<file path="src/hw/iso_in_pkg.sv">
// Constants for the isochronous IN circular buffer handshake
// Behaviour
// - Raise time mark when 1511 USB clock periods remain before next start-of-frame.
// - At time mark, finish current frame, then clear not-ready and load count.
// - Each count register holds not-ready flag and 7-bit sample count.
// - Frame number LSB 1 selects first count register, 0 selects second.
// - Init sets both pointers to base, not-ready flags to 1, counts to 0.
// - Write pointer advances per byte stored; running sample tally kept.
// - After publishing, tally resets to zero; publish repeats every time mark.
// - After flag clear and start-of-frame, serve IN from read pointer, per byte.
// - When published samples sent, set not-ready back to 1, end transaction.
// - Buffer manager alternates count registers on successive frames until halted.
// - IN token with both not-ready flags set gets a zero-length packet.
// - Ring uses programmed base address and programmed size as its length.
package iso_in_pkg;
  localparam logic [3:0] REG_CTRL        = 4'h0;
  localparam logic [3:0] REG_BASE        = 4'h1;
  localparam logic [3:0] REG_SIZE        = 4'h2;
  localparam logic [3:0] REG_COUNT_FIRST = 4'h3;
  localparam logic [3:0] REG_COUNT_SECOND= 4'h4;
  localparam logic [3:0] REG_WPTR        = 4'h5;
  localparam logic [3:0] REG_RPTR        = 4'h6;
  localparam logic [3:0] REG_STATUS      = 4'h7;
  localparam int CTRL_RUN_BIT     = 0;
  localparam int CTRL_INIT_BIT    = 1;
  localparam int CNT_NREADY_BIT   = 7;
  localparam int CNT_W            = 7;
  localparam logic [7:0] COUNT_RESET = 8'h80;
  localparam int USB_CLK_KHZ      = 12000;
  localparam int SYS_CLK_KHZ      = 20000;
  localparam int FRAME_USB_CLKS   = 12000;
  localparam int MARK_USB_CLKS    = 1511;
  localparam int MARK_SYS_CLKS    = (MARK_USB_CLKS * SYS_CLK_KHZ) / USB_CLK_KHZ;
  localparam int FRAME_SYS_CLKS   = (FRAME_USB_CLKS * SYS_CLK_KHZ) / USB_CLK_KHZ;
endpackage

</file>
<file path="src/hw/iso_in_circular_buffer_handshake.sv">
// Isochronous IN ring buffer with ping-pong sample count handshake
//
// The register addresses and the Avalon-MM register port were decided locally.
`timescale 1ns/1ns
`default_nettype none
module iso_in_circular_buffer_handshake
  import iso_in_pkg::*;
#(
  parameter int AW            = 10,
  parameter int MARK_CYCLES   = MARK_SYS_CLKS,
  parameter int FRAME_CYCLES  = FRAME_SYS_CLKS,
  parameter int BYTES_PER_SMP = 2
) (
  input  wire logic          sys_clk_in,
  input  wire logic          rst_in,
  // Avalon-MM slave
  input  wire logic [5:0]    avs_address_in,
  input  wire logic          avs_read_in,
  input  wire logic          avs_write_in,
  input  wire logic [31:0]   avs_writedata_in,
  input  wire logic [3:0]    avs_byteenable_in,
  output logic [31:0]        avs_readdata_out,
  output logic               avs_waitrequest_out,
  // USB side events
  input  wire logic          sof_in,
  input  wire logic          frame_number_low_in,
  input  wire logic          in_token_in,
  // Codec DMA input stream
  input  wire logic          dma_valid_in,
  output logic               dma_ready_out,
  input  wire logic [7:0]    dma_data_in,
  input  wire logic          dma_frame_end_in,
  input  wire logic          dma_frame_busy_in,
  // Ring memory write port
  output logic               ring_we_out,
  output logic [AW-1:0]      ring_waddr_out,
  output logic [7:0]         ring_wdata_out,
  // Ring memory read port and packet output
  output logic               ring_re_out,
  output logic [AW-1:0]      ring_raddr_out,
  input  wire logic [7:0]    ring_rdata_in,
  output logic               pkt_valid_out,
  output logic [7:0]         pkt_data_out,
  output logic               pkt_last_out,
  output logic               pkt_zero_len_out,
  input  wire logic          pkt_ready_in,
  output logic               time_mark_out
);
  typedef enum logic [2:0] {
    DMA_IDLE = 3'b001,
    DMA_WAIT = 3'b010,
    DMA_PUB  = 3'b100
  } dma_state_t;

  typedef enum logic [3:0] {
    UBM_IDLE  = 4'b0001,
    UBM_READY = 4'b0010,
    UBM_SEND  = 4'b0100,
    UBM_DONE  = 4'b1000
  } ubm_state_t;

  logic [7:0]    count_first_r;
  logic [7:0]    count_second_r;
  logic [AW-1:0] base_r;
  logic [AW-1:0] size_r;
  logic [AW-1:0] wptr_r;
  logic [AW-1:0] rptr_r;
  logic          run_r;
  logic [15:0]   sof_cnt_r;
  logic          mark_r;
  logic [CNT_W-1:0] tally_r;
  logic [7:0]    byte_in_smp_r;
  dma_state_t    dma_state_r;
  ubm_state_t    ubm_state_r;
  logic          sel_first_r;
  logic [CNT_W-1:0] target_r;
  logic [CNT_W-1:0] sent_smp_r;
  logic [7:0]    sent_byte_r;
  logic          init_req;
  logic          bus_wr;
  logic          bus_rd;
  logic          pub_first;
  logic          pub_fire;
  logic          free_first;
  logic          free_second;
  logic          fifo_in_valid;
  logic          fifo_in_ready;
  logic          fifo_in_last;
  logic [AW-1:0] wptr_nxt;
  logic [AW-1:0] rptr_nxt;
  logic          rd_pend_r;
  logic          rd_last_r;
  logic [CNT_W-1:0] tally_nxt;
  logic          rd_ack_r;
  logic          smp_done;

  function automatic logic [AW-1:0] ring_step(input logic [AW-1:0] p, input logic [AW-1:0] b,
                                               input logic [AW-1:0] s);
    if (p == b + s - {{(AW-1){1'b0}}, 1'b1}) begin
      ring_step = b;
    end else begin
      ring_step = p + {{(AW-1){1'b0}}, 1'b1};
    end
  endfunction

  assign bus_wr = avs_write_in && avs_address_in[5:4] == 2'b00;
  assign bus_rd = avs_read_in && !rd_ack_r;
  assign avs_waitrequest_out = bus_rd;
  assign init_req = bus_wr && avs_address_in[3:0] == REG_CTRL && avs_byteenable_in[0]
                    && avs_writedata_in[CTRL_INIT_BIT];

  // Register writes for control and ring geometry
  always_ff @(posedge sys_clk_in) begin
    if (rst_in) begin
      run_r  <= 1'b0;
      base_r <= '0;
      size_r <= '1;
    end else if (bus_wr) begin
      unique case (avs_address_in[3:0])
        REG_CTRL: if (avs_byteenable_in[0]) begin
          run_r <= avs_writedata_in[CTRL_RUN_BIT];
        end
        REG_BASE: base_r <= avs_writedata_in[AW-1:0];
        REG_SIZE: size_r <= avs_writedata_in[AW-1:0];
        default: ;
      endcase
    end
  end

  // Reads wait one cycle so the loaded data stands when waitrequest drops
  always_ff @(posedge sys_clk_in) begin
    if (rst_in) begin
      rd_ack_r <= 1'b0;
    end else begin
      rd_ack_r <= bus_rd;
    end
  end

  // Read data loaded in the wait cycle, held until the next read
  always_ff @(posedge sys_clk_in) begin
    if (rst_in) begin
      avs_readdata_out <= 32'h0000_0000;
    end else if (bus_rd) begin
      avs_readdata_out <= 32'h0000_0000;
      if (avs_address_in[5:4] == 2'b00) begin
        unique case (avs_address_in[3:0])
          REG_CTRL:         avs_readdata_out <= {30'd0, 1'b0, run_r};
          REG_BASE:         avs_readdata_out <= {{(32-AW){1'b0}}, base_r};
          REG_SIZE:         avs_readdata_out <= {{(32-AW){1'b0}}, size_r};
          REG_COUNT_FIRST:  avs_readdata_out <= {24'd0, count_first_r};
          REG_COUNT_SECOND: avs_readdata_out <= {24'd0, count_second_r};
          REG_WPTR:         avs_readdata_out <= {{(32-AW){1'b0}}, wptr_r};
          REG_RPTR:         avs_readdata_out <= {{(32-AW){1'b0}}, rptr_r};
          REG_STATUS:       avs_readdata_out <= {25'd0, tally_r};
          default:          avs_readdata_out <= 32'h0000_0000;
        endcase
      end
    end
  end

  // Frame timer: mark fires when MARK_CYCLES remain before next SOF
  always_ff @(posedge sys_clk_in) begin
    if (rst_in || sof_in) begin
      sof_cnt_r <= '0;
      mark_r    <= 1'b0;
    end else begin
      if (sof_cnt_r != 16'(FRAME_CYCLES)) begin
        sof_cnt_r <= sof_cnt_r + 16'd1;
      end
      mark_r <= run_r && (sof_cnt_r == 16'(FRAME_CYCLES - MARK_CYCLES - 1));
    end
  end
  assign time_mark_out = mark_r;

  // Input bytes pass through a two-entry buffer towards the ring
  assign fifo_in_valid = dma_valid_in && run_r && dma_state_r != DMA_PUB;
  assign dma_ready_out = fifo_in_ready && run_r && dma_state_r != DMA_PUB;
  assign fifo_in_last  = dma_frame_end_in;

  logic          ring_v;
  logic [7:0]    ring_d;

  iso_skid_buf #(.W(8)) u_buf (
    .sys_clk_in    (sys_clk_in),
    .rst_in        (rst_in || init_req),
    .in_valid_in   (fifo_in_valid),
    .in_ready_out  (fifo_in_ready),
    .in_data_in    (dma_data_in),
    .in_last_in    (fifo_in_last),
    .out_valid_out (ring_v),
    .out_ready_in  (1'b1),
    .out_data_out  (ring_d),
    .out_last_out  ()
  );

  // Buffer drains into the ring every cycle, one byte at a time
  assign ring_we_out    = ring_v;
  assign ring_waddr_out = wptr_r;
  assign ring_wdata_out = ring_d;
  assign wptr_nxt = ring_step(wptr_r, base_r, size_r);
  // Tally counts whole samples only
  assign smp_done  = ring_v && byte_in_smp_r == 8'(BYTES_PER_SMP - 1);
  assign tally_nxt = smp_done ? tally_r + 7'd1 : tally_r;

  // Write pointer and sample tally
  always_ff @(posedge sys_clk_in) begin
    if (rst_in || init_req) begin
      wptr_r        <= base_r;
      tally_r       <= '0;
      byte_in_smp_r <= 8'd0;
    end else begin
      if (ring_v) begin
        wptr_r <= wptr_nxt;
        if (smp_done) begin
          byte_in_smp_r <= 8'd0;
        end else begin
          byte_in_smp_r <= byte_in_smp_r + 8'd1;
        end
      end
      tally_r <= pub_fire ? '0 : tally_nxt;
    end
  end

  // DMA publish sequencing
  assign pub_first = frame_number_low_in;
  // Publish waits until the last byte has left the buffer
  assign pub_fire  = dma_state_r == DMA_PUB && !ring_v;
  always_ff @(posedge sys_clk_in) begin
    if (rst_in || init_req || !run_r) begin
      dma_state_r <= DMA_IDLE;
    end else begin
      unique case (dma_state_r)
        DMA_IDLE: if (mark_r) begin
          dma_state_r <= DMA_WAIT;
        end
        DMA_WAIT: if (!dma_frame_busy_in || (dma_valid_in && dma_ready_out && dma_frame_end_in)) begin
          dma_state_r <= DMA_PUB;
        end
        DMA_PUB: if (!ring_v) begin
          dma_state_r <= DMA_IDLE;
        end
      endcase
    end
  end

  // Ping-pong count registers, publish wins over the release
  // Release the register that was just served
  assign free_first  = ubm_state_r == UBM_DONE && sel_first_r;
  assign free_second = ubm_state_r == UBM_DONE && !sel_first_r;
  always_ff @(posedge sys_clk_in) begin
    if (rst_in || init_req) begin
      count_first_r  <= COUNT_RESET;
      count_second_r <= COUNT_RESET;
    end else begin
      if (pub_fire && pub_first) begin
        count_first_r <= {1'b0, tally_r};
      end else if (free_first) begin
        count_first_r[CNT_NREADY_BIT] <= 1'b1;
      end
      if (pub_fire && !pub_first) begin
        count_second_r <= {1'b0, tally_r};
      end else if (free_second) begin
        count_second_r[CNT_NREADY_BIT] <= 1'b1;
      end
    end
  end

  // Buffer manager: serve IN transactions from the read pointer
  assign rptr_nxt = ring_step(rptr_r, base_r, size_r);
  assign ring_raddr_out = rptr_r;
  // New read only when the packet register is free or being emptied
  assign ring_re_out = ubm_state_r == UBM_SEND && !rd_pend_r && (!pkt_valid_out || pkt_ready_in);

  always_ff @(posedge sys_clk_in) begin
    if (rst_in || init_req) begin
      ubm_state_r <= UBM_IDLE;
      sel_first_r <= 1'b0;
      target_r    <= '0;
      sent_smp_r  <= '0;
      sent_byte_r <= 8'd0;
      rptr_r      <= base_r;
      rd_pend_r   <= 1'b0;
      rd_last_r   <= 1'b0;
    end else begin
      rd_pend_r <= ring_re_out;
      unique case (ubm_state_r)
        UBM_IDLE: if (sof_in) begin
          // Register seen ready at SOF is the one to serve
          if (!count_first_r[CNT_NREADY_BIT] && (count_second_r[CNT_NREADY_BIT] || !sel_first_r)) begin
            sel_first_r <= 1'b1;
            target_r    <= count_first_r[CNT_W-1:0];
            ubm_state_r <= UBM_READY;
          end else if (!count_second_r[CNT_NREADY_BIT]) begin
            sel_first_r <= 1'b0;
            target_r    <= count_second_r[CNT_W-1:0];
            ubm_state_r <= UBM_READY;
          end
        end
        UBM_READY: if (in_token_in) begin
          sent_smp_r  <= '0;
          sent_byte_r <= 8'd0;
          ubm_state_r <= (target_r == '0) ? UBM_DONE : UBM_SEND;
        end
        UBM_SEND: if (ring_re_out) begin
          rptr_r <= rptr_nxt;
          rd_last_r <= 1'b0;
          if (sent_byte_r == 8'(BYTES_PER_SMP - 1)) begin
            sent_byte_r <= 8'd0;
            sent_smp_r  <= sent_smp_r + 7'd1;
            if (sent_smp_r + 7'd1 == target_r) begin
              rd_last_r   <= 1'b1;
              ubm_state_r <= UBM_DONE;
            end
          end else begin
            sent_byte_r <= sent_byte_r + 8'd1;
          end
        end
        UBM_DONE: ubm_state_r <= UBM_IDLE;
      endcase
    end
  end

  // Packet output register, zero-length reply when nothing is ready
  always_ff @(posedge sys_clk_in) begin
    if (rst_in || init_req) begin
      pkt_valid_out    <= 1'b0;
      pkt_data_out     <= 8'h00;
      pkt_last_out     <= 1'b0;
      pkt_zero_len_out <= 1'b0;
    end else begin
      pkt_zero_len_out <= in_token_in && count_first_r[CNT_NREADY_BIT]
                          && count_second_r[CNT_NREADY_BIT] && ubm_state_r != UBM_READY;
      if (rd_pend_r) begin
        pkt_valid_out <= 1'b1;
        pkt_data_out  <= ring_rdata_in;
        pkt_last_out  <= rd_last_r;
      end else if (pkt_ready_in) begin
        pkt_valid_out <= 1'b0;
        pkt_last_out  <= 1'b0;
      end
    end
  end
endmodule
`default_nettype wire

</file>
<file path="src/hw/iso_skid_buf.sv">
// Two-entry valid/ready buffer
`timescale 1ns/1ns
`default_nettype none
module iso_skid_buf #(
  parameter int W = 8
) (
  input  wire logic         sys_clk_in,
  input  wire logic         rst_in,
  input  wire logic         in_valid_in,
  output logic              in_ready_out,
  input  wire logic [W-1:0] in_data_in,
  input  wire logic         in_last_in,
  output logic              out_valid_out,
  input  wire logic         out_ready_in,
  output logic [W-1:0]      out_data_out,
  output logic              out_last_out
);
  logic [W:0] mem_r [2];
  logic       wr_r;
  logic       rd_r;
  logic [1:0] cnt_r;
  logic       push;
  logic       pop;

  assign in_ready_out  = (cnt_r != 2'd2);
  assign out_valid_out = (cnt_r != 2'd0);
  assign push = in_valid_in && in_ready_out;
  assign pop  = out_valid_out && out_ready_in;
  assign out_data_out = mem_r[rd_r][W-1:0];
  assign out_last_out = mem_r[rd_r][W];

  always_ff @(posedge sys_clk_in) begin
    if (push) begin
      mem_r[wr_r] <= {in_last_in, in_data_in};
    end
  end

  always_ff @(posedge sys_clk_in) begin
    if (rst_in) begin
      wr_r  <= 1'b0;
      rd_r  <= 1'b0;
      cnt_r <= 2'd0;
    end else begin
      if (push) begin
        wr_r <= ~wr_r;
      end
      if (pop) begin
        rd_r <= ~rd_r;
      end
      cnt_r <= cnt_r + {1'b0, push} - {1'b0, pop};
    end
  end
endmodule
`default_nettype wire

</file>
<file path="config.mk">
export PLATFORM = sky130hd
export DESIGN_NAME = iso_in_circular_buffer_handshake
export DESIGN_NICKNAME = d
export VERILOG_FILES = /design/src/hw/iso_in_pkg.sv /design/src/hw/iso_in_circular_buffer_handshake.sv /design/src/hw/iso_skid_buf.sv
export SDC_FILE = /design/constraint.sdc
export NUM_CORES = 1
export LEC_CHECK = 0
export ABC_CLOCK_PERIOD_IN_PS = 6300
export BUFFER_PORTS_ARGS = -buffer_cell sky130_fd_sc_hd__buf_2
export CAP_MARGIN = 5
export CORE_ASPECT_RATIO = 1.5
export CORE_MARGIN = 2
export CORE_UTILIZATION = 50
export DETAILED_ROUTE_END_ITERATION = 12
export MAX_ROUTING_LAYER = met4
export PLACE_DENSITY = 0.72
export SYNTH_ARGS = -nofsm -noshare
export SYNTH_HDL_FRONTEND = slang
export SYNTH_SLANG_ARGS = --single-unit
</file>
<file path="constraint.sdc">
create_clock -name sys_clk_in -period 6.3 [get_ports sys_clk_in]
set_input_delay 1.89 -clock sys_clk_in [delete_from_list [all_inputs] [get_ports sys_clk_in]]
set_output_delay 1.89 -clock sys_clk_in [all_outputs]
set_load 0.005 [all_outputs]
</file>
==> metrics.md, run 1 <==
| Metric | Value |
|---|---|
| # DRC | 0 |
| Post_cts resized | 0 |
| Crit path required time | about 4.4 ns |
| Most common cell after layout, fill and taps aside | dfxtp_1 |
| HPWL after DPL | roughly 15 mm |
| Root buf cell | clkbuf_16 |
| Final setup fails | 0 |
| CP cell instances | buf_2 -> inv_1 -> a21oi_1 -> nand2_1 -> inv_1 -> buf_2 |
| Die X | between 100 and 150 um |
| Final Hold Fails | 0 |
| Minimum clock period | approximately 4.5 ns |
| Synth Flop Type | dfxtp_1 |
| Crit path from | pkt_ready_in |
| #FFs+latches synth | 164 |
| Hold Crit Class | reg -> reg |
| First-pass GRT wire length | about 32 mm |
| Most frequent cells in the layout | dfxtp_1 (128), nor2_1 (111), buf_2 (97) |
| Inserted Clock Buffers | 17 |
| Max Clk Rate | ~220 MHz |
| Maximum fanout along the worst path | 5 |
| Final worst path period share | 0.7203 |
| DIE AREA | 0.01815 mm2 |
| DRT iter0 DRCs | roughly 400 |
| Worst-case clock buffer depth | 2 |
| Async S/R FF share, synth | 0 |
| Clock network fraction of total power | 0.453 |
| CTS tree | done |
| Vias in the first global route | between 6000 and 7000 |
| Worst path slowest cell | a21oi_1 |
| P_int | about 0.0018 W |
| Slowest stage delay, CP | 0.27 ns |
| Seq/Total Area, Yosys | 0.4269 |
| CTS Hold Bufs | 0 |
| Mapped cell area | ~0.0085 mm2 |
| GPL Wtd Cong | just over 0.9 |
| Max VDD drop | 0.1700 mV |
| Worst r2r src | base_r[1]$_SDFFE_PP0P_ |
| Max Cap Viol | 0 |
| Placed Instances | 1191 |
| CP arrival | between 2 and 3 ns |
| Fin Clk Skew | between 0.01 and 0.015 ns |
| Sw Ratio | 0.2425 |
| CP endpoint kind | primary output |
| Setup TNS | 0 ns |
| Diodes inserted | 0 |
| Boundary Pins | around 150 |
| Vias per cell | 5.524 |
| Worst slew margin | 0.3944 |
| Final Non-Filler Cells | about 1200 |
| Post-DRT Antenna Nets | 0 |
| Critical path type | in -> out |
| Worst-Skew Late Latency | between 0.4 and 0.5 ns |
| P_sw | 0.0005621 W |
| Tot GR Track Use | 0.2253 |
| P per Cell Area | 239.1 mW/mm2 |
| Outcome | complete, no violations |
| Routed wire per std cell | between 15 and 20 um |
| R2r setup slk | around 2.6 ns |
| Yosys warns | 0 |
| Clock sinks | 164 |
| Overflow after GRT | 0 |
| Worst-margin pin slew | about 0.9 ns |
| Share of layout cells above drive strength 1 | 0.1708 |
| I/O Buffers | 97 |
| Die height | approximately 160 um |
| Setup crit end | ring_re_out |
| RSZ-0062 raised after global routing | no |
| Nets | 1098 |
| Initial antenna violation count | 0 |
| Initial Utilization | 0.5091 |
| Row cnt | 58 |
| Syn Inst Count | 911 |
| Syn avg cell area | approximately 9.4 um2 |
| Final WL | 19.80 mm |
| LEAKAGE | about 3.9 nW |
| Synth cell types | 73 |
| Reg2Reg Depth | 13 |
| Vias | around 6800 |
| # H-tree levels | 4 |
| Initial DRT Pass Iterations | 6 |
| Core area | about 0.017 mm2 |
| Final max-slew violation count | 0 |
| Largest net degree at the start of global routing | 54 |
| CTS clk-pin slew, worst paths | approximately 0.06 ns |
| R2r endpoint | ring_waddr_out[1]$_DFFE_PP_ |
| Seq pwr share | 0.480 |
| Setup crit start kind | primary input |
| Combinational power share | 0.066 |
| Post-synth EDFFs | 36 |
| Area added between synthesis and finish | 13.59% |
| Setup repair bufs after CTS | 0 |
[per-layer routing]
metal	routed length, um	up-vias	track usage
li1	-	3307	-
met1	7715	3168	0.2439
met2	10650	238	0.4161
met3	884	43	0.03210
met4	541	0	0.08920
met5	0	-	-
[how the worst min path moves through the flow]
stage	start	to	slack, ns	cells past startpoint
final	avs_readdata_out[4]$_SDFFE_PP0P_	avs_readdata_out[4]$_SDFFE_PP0P_	0.46	2
after global placement	avs_readdata_out[7]$_SDFFE_PP0P_	avs_readdata_out[7]$_SDFFE_PP0P_	0.44	2
after detailed placement	avs_readdata_out[4]$_SDFFE_PP0P_	avs_readdata_out[4]$_SDFFE_PP0P_	0.46	2
after CTS	avs_readdata_out[4]$_SDFFE_PP0P_	avs_readdata_out[4]$_SDFFE_PP0P_	0.47	2
after global routing	avs_readdata_out[4]$_SDFFE_PP0P_	avs_readdata_out[4]$_SDFFE_PP0P_	0.49	2
after floorplan	run_r$_SDFFE_PP0P_	dma_state_r[0]$_SDFFE_PP1P_	0.44	1
[stage by stage]
stage	cell area, um2	total power (W)	hold slack (ns)	setup slack [ns]	util
final	9694	0.002318	0.4616	1.762	0.5783
after global routing	9694	0.002393	0.4926	1.645	0.5783
after CTS	9694	0.002338	0.4705	1.752	0.5783
after detailed placement	9097	0.001289	0.4616	1.755	0.5427
after global placement	9097	0.001286	0.4425	1.770	0.5427
after floorplan	8613	0.001241	0.4360	2.018	-
[power by group through the flow]
| stage | registers [W] | clock network (W) | logic [W] |
|---|---|---|---|
| after floorplan | 0.00113 | 0 | 0.000113 |
| after global placement | 0.00114 | 0 | 0.000150 |
| after detailed placement | 0.00114 | 0 | 0.000152 |
| after CTS | 0.00111 | 0.00107 | 0.000153 |
| after global routing | 0.00112 | 0.00111 | 0.000168 |
| final | 0.00111 | 0.00105 | 0.000153 |
[logic make-up (layout without fill, tap and decap cells)]
logic type               count (synthesis)  in the layout  synth area share
flip-flops                             164            164            0.4269
other                                    1             22         0.0004394
buffers and inverters                  107            188           0.06055
XOR/XNOR                                92             92           0.09617
multiplexers                            63             63           0.08650
AO/OA/AOI/OAI                          114            114           0.08885
AND/OR/NAND/NOR                        341            341            0.1972
adder cells (fa/ha/maj)                 29             29           0.04340
[cell type report]
| cell class | instances | area (um2) |
|---|---|---|
| Inverter | 51 | 191.4 |
| Tap cell | 210 | 262.8 |
| Clock buffer | 19 | 432.9 |
| Sequential cell | 164 | 3643 |
| Multi-Input combinational cell | 661 | 4454 |
| Fill cell | 1501 | 7069 |
| Timing Repair Buffer | 105 | 545.5 |
| Clock inverter | 13 | 163.9 |
[critical path, delay by kind of cell]
family	cells	cell delay [ns]
AO/OA/AOI/OAI	1	0.27
buffers and inverters	4	0.30
AND/OR/NAND/NOR	1	0.18
[cells in the mapped netlist, types with 9 or more instances]
cell type  instances  area [um2]
a21oi_1           45       225.2
a22oi_1           13       97.59
and3_1            16       100.1
buf_4             22       165.2
clkbuf_1          26       97.59
dfxtp_1          128        2562
edfxtp_1          36        1081
ha_1              28       350.3
inv_1             51       191.4
mux2_2            10       112.6
mux2i_1           43       430.4
nand2_1           80       300.3
nand2b_1           9       56.30
nand3_1           42       210.2
nand3b_1          11       82.58
nand4_1           11       68.82
nor2_1           111       416.7
nor3_1            13       65.06
o21ai_0           14       70.07
xnor2_1           42       367.9
xor2_1            48       420.4
[flip-flops by register name (all words and copies together) (netlist names), 2 cells and up, named ones only]
register          count
u_buf.cnt_r           2
size_r               10
tally_r               7
ubm_state_r           4
ring_raddr_out       10
avs_readdata_out     10
ring_waddr_out       10
u_buf.mem_r          16
target_r              7
sent_smp_r            7
count_second_r        8
sent_byte_r           8
base_r               10
byte_in_smp_r         8
count_first_r         8
pkt_data_out          8
sof_cnt_r            16
dma_state_r           3
Note: power is estimated with default switching activity, not from simulation.
==> run 2: changes to the inputs <==
Settings changed: ABC_CLOCK_PERIOD_IN_PS 6300 to 4500.
Clock period 6.3 ns to 4.5 ns, I/O delays scaled along.
==> metrics.md, run 2 (synthesized netlist as in run 1, its figures left out) <==
| Metric | Value |
|---|---|
| RSZ-0062 raised after global routing | no |
| Crit path required time | 4.68 ns (+0.27 ns) |
| # DRC | 0 (unchanged) |
| CTS tree | done |
| DRT iter0 DRCs | 406 (unchanged) |
| Initial antenna violation count | 0 (unchanged) |
| Outcome | complete, no violations |
| Boundary Pins | 145 (unchanged) |
| R2r endpoint | ring_waddr_out[1]$_DFFE_PP_ |
| LEAKAGE | 3.923 nW (-0.32%) |
| Most frequent cells in the layout | dfxtp_1 (128), nor2_1 (111), buf_2 (97) |
| Most common cell after layout, fill and taps aside | dfxtp_1 |
| Clock sinks | 164 (unchanged) |
| Worst-margin pin slew | 0.9163 ns (+0.007886 ns) |
| Vias | 6680 (-1.1%) |
| Setup crit start kind | flip-flop |
| P_sw | 0.0007901 W (+41%) |
| CTS clk-pin slew, worst paths | 0.07 ns (about the same) |
| # H-tree levels | 4 (unchanged) |
| Buf/Inv on CP | 3 (-1) |
| Clock network fraction of total power | 0.444 (-0.009) |
| Row cnt | 58 (unchanged) |
| Worst r2r src | base_r[1]$_SDFFE_PP0P_ |
| Hold Path Stages | 2 (unchanged) |
| Overflow after GRT | 0 (unchanged) |
| GPL Wtd Cong | 0.8891 (-4.6%) |
| Tot GR Track Use | 0.2210 (-0.004339) |
| P per Cell Area | 329.3 mW/mm2 (+38%) |
| Die X | 110.7 um (unchanged) |
| HPWL after DPL | 14.72 mm (-0.70%) |
| CTS Hold Bufs | 0 (unchanged) |
| Initial Utilization | 0.5091 (unchanged) |
| Diodes inserted | 0 (unchanged) |
| Root buf cell | clkbuf_16 |
| Setup TNS | 0 ns (unchanged) |
| Nets | 1098 (unchanged) |
| Final WL | 19.58 mm (-1.1%) |
| Final worst path period share | 0.8220 |
| Combinational power share | 0.067 (about the same) |
| Maximum fanout along the worst path | 10 (+5) |
| Critical path type | reg -> reg |
| Sw Ratio | 0.2481 (+0.005654) |
| Final max-slew violation count | 0 (unchanged) |
| Routed wire per std cell | 16.01 um (-1.1%) |
| Worst slew margin | 0.3891 (-0.005257) |
| Worst-Skew Late Latency | 0.43 ns (about the same) |
| Biggest regs | sof_cnt_r (16), u_buf.mem_r (16) |
| Final setup fails | 0 (unchanged) |
| I/O Buffers | 97 (unchanged) |
| CP arrival | 3.88 ns (+1.23 ns) |
| Total power | 0.003184 W (+37%) |
| Worst path slowest cell | a31o_2 |
| Most frequent CP cell | inv_1 |
| Area added between synthesis and finish | 13.28% |
| P_int | 0.002394 W (+36%) |
| Die height | 164.0 um (unchanged) |
| Fin Clk Skew | 0.01204 ns (-0.002164 ns) |
| Post-DRT Antenna Nets | 0 (unchanged) |
| Minimum clock period | around 3.7 ns |
| Hold Path End | avs_readdata_out[7]$_SDFFE_PP0P_ |
| Max Clk Rate | between 200 and 300 MHz |
| CP cell instances | inv_1 -> ha_1 -> inv_1 -> ha_1 -> inv_1 -> fa_1 -> nand2b_1 -> o2bb2ai_1 -> o21ai_1 -> xnor2_1 -> nor4_1 -> a31o_2 -> mux2_4 |
| Slowest stage delay, CP | 0.46 ns (+0.19 ns) |
| Seq pwr share | 0.489 (+0.009) |
| Vias per cell | 5.462 (-1.1%) |
| Max VDD drop | 0.2833 mV (+67%) |
| Inserted Clock Buffers | 17 (unchanged) |
| Top Family by Delay on Critical Path | compound AO/OA/AOI/OAI gates |
| Max Cap Viol | 0 (unchanged) |
| Worst-case clock buffer depth | 2 (unchanged) |
| Hold_sp | avs_readdata_out[7]$_SDFFE_PP0P_ |
| Post_cts resized | 0 (unchanged) |
| Final Hold Fails | 0 (unchanged) |
| Reg2Reg Depth | 13 (unchanged) |
| First-pass GRT wire length | 31.42 mm (-2.1%) |
| Share of layout cells above drive strength 1 | 0.1708 (unchanged) |
| Core area | 0.01676 mm2 (unchanged) |
| Hold Crit Class | reg -> reg |
| Vias in the first global route | 6322 (-3.2%) |
| R2r setup slk | 0.80 ns (-1.84 ns) |
| Initial DRT Pass Iterations | 5 (-1) |
| CP endpoint kind | flip-flop |
| Dpl cell area | 0.009097 mm2 (unchanged) |
| Largest net degree at the start of global routing | 54 (unchanged) |
| DIE AREA | 0.01815 mm2 (unchanged) |
| Design area | 0.009668 mm2 (-0.27%) |
| Setup repair bufs after CTS | 0 (unchanged) |
[run 2: changes by cell type in the layout (fill, tap and decap cells not counted), sizes merged]
| cell | previous run | this run |
|---|---|---|
| clkinv | 1 | 5 |
| clkbuf | 19 | 17 |
| bufinv | 2 | 1 |
| inv | 59 | 58 |
[run 2: area by class of cell]
| cell class | count | area, um2 |
|---|---|---|
| clock buffer | 17 | 425.4 |
| clock inverter | 15 | 145.1 |
| multi-input combinational | 661 | 4454 |
| timing repair buffer | 105 | 545.5 |
| tap | 210 | 262.8 |
| inverter | 51 | 191.4 |
| fill | 1489 | 7096 |
| sequential | 164 | 3643 |
[run 2: how the worst max path moves through the flow]
stage / end / cells past startpoint / from / slack [ns]
detailed placement: ring_waddr_out[1]$_DFFE_PP_ / 6 / avs_address_in[3] / 0.79
floorplan: ring_raddr_out[1]$_DFFE_PP_ / 8 / avs_address_in[2] / 1.18
global route: ring_waddr_out[1]$_DFFE_PP_ / 13 / base_r[1]$_SDFFE_PP0P_ / 0.53
global placement: ring_waddr_out[1]$_DFFE_PP_ / 6 / avs_address_in[3] / 0.80
finish: ring_waddr_out[1]$_DFFE_PP_ / 13 / base_r[1]$_SDFFE_PP0P_ / 0.80
CTS: ring_waddr_out[1]$_DFFE_PP_ / 13 / base_r[1]$_SDFFE_PP0P_ / 0.80
[run 2: metal layers]
| layer | vias to the layer above | global-route usage | part of all wire |
|---|---|---|---|
| met3 | 38 | 0.03616 | 0.040 |
| li1 | 3296 | - | - |
| met2 | 167 | 0.3951 | 0.53 |
| met4 | 0 | 0.1006 | 0.033 |
| met5 | - | - | 0 |
| met1 | 3179 | 0.2417 | 0.40 |
[run 2: worst reg2reg max path: cells and delay by family, from the launching register on]
family | cells | cell delay (ns)
DFF | 1 | 0.44
muxes | 1 | 0.34
xor gates and xnor gates | 1 | 0.11
and+or+nand+nor | 2 | 0.54
adders and majority gates | 3 | 0.88
AOI/OAI and AO/OA | 3 | 0.95
buffers and inverters | 3 | 0.20
[run 2: power by group through the flow]
stage | Clock [W] | Combinational [W] | Sequential (W)
after floorplan | 0 | 0.000158 | 0.00158
final | 0.00141 | 0.000213 | 0.00156
after global placement | 0 | 0.000210 | 0.00159
after detailed placement | 0 | 0.000213 | 0.00159
after CTS | 0.00143 | 0.000214 | 0.00156
after global routing | 0.00148 | 0.000235 | 0.00156
[run 2: metrics by stage]
step           hold slack, ns    util  instances  setup WS [ns]
2_1_floorplan          0.4360       -        932          1.184
3_3_place_gp           0.4416  0.5427       1191         0.8038
3_5_place_dp           0.4463  0.5427       1191         0.7856
4_1_cts                0.4554  0.5767       1223         0.7972
5_1_grt                0.4789  0.5767       1223         0.5285
6_report               0.4577  0.5767       1223         0.8011
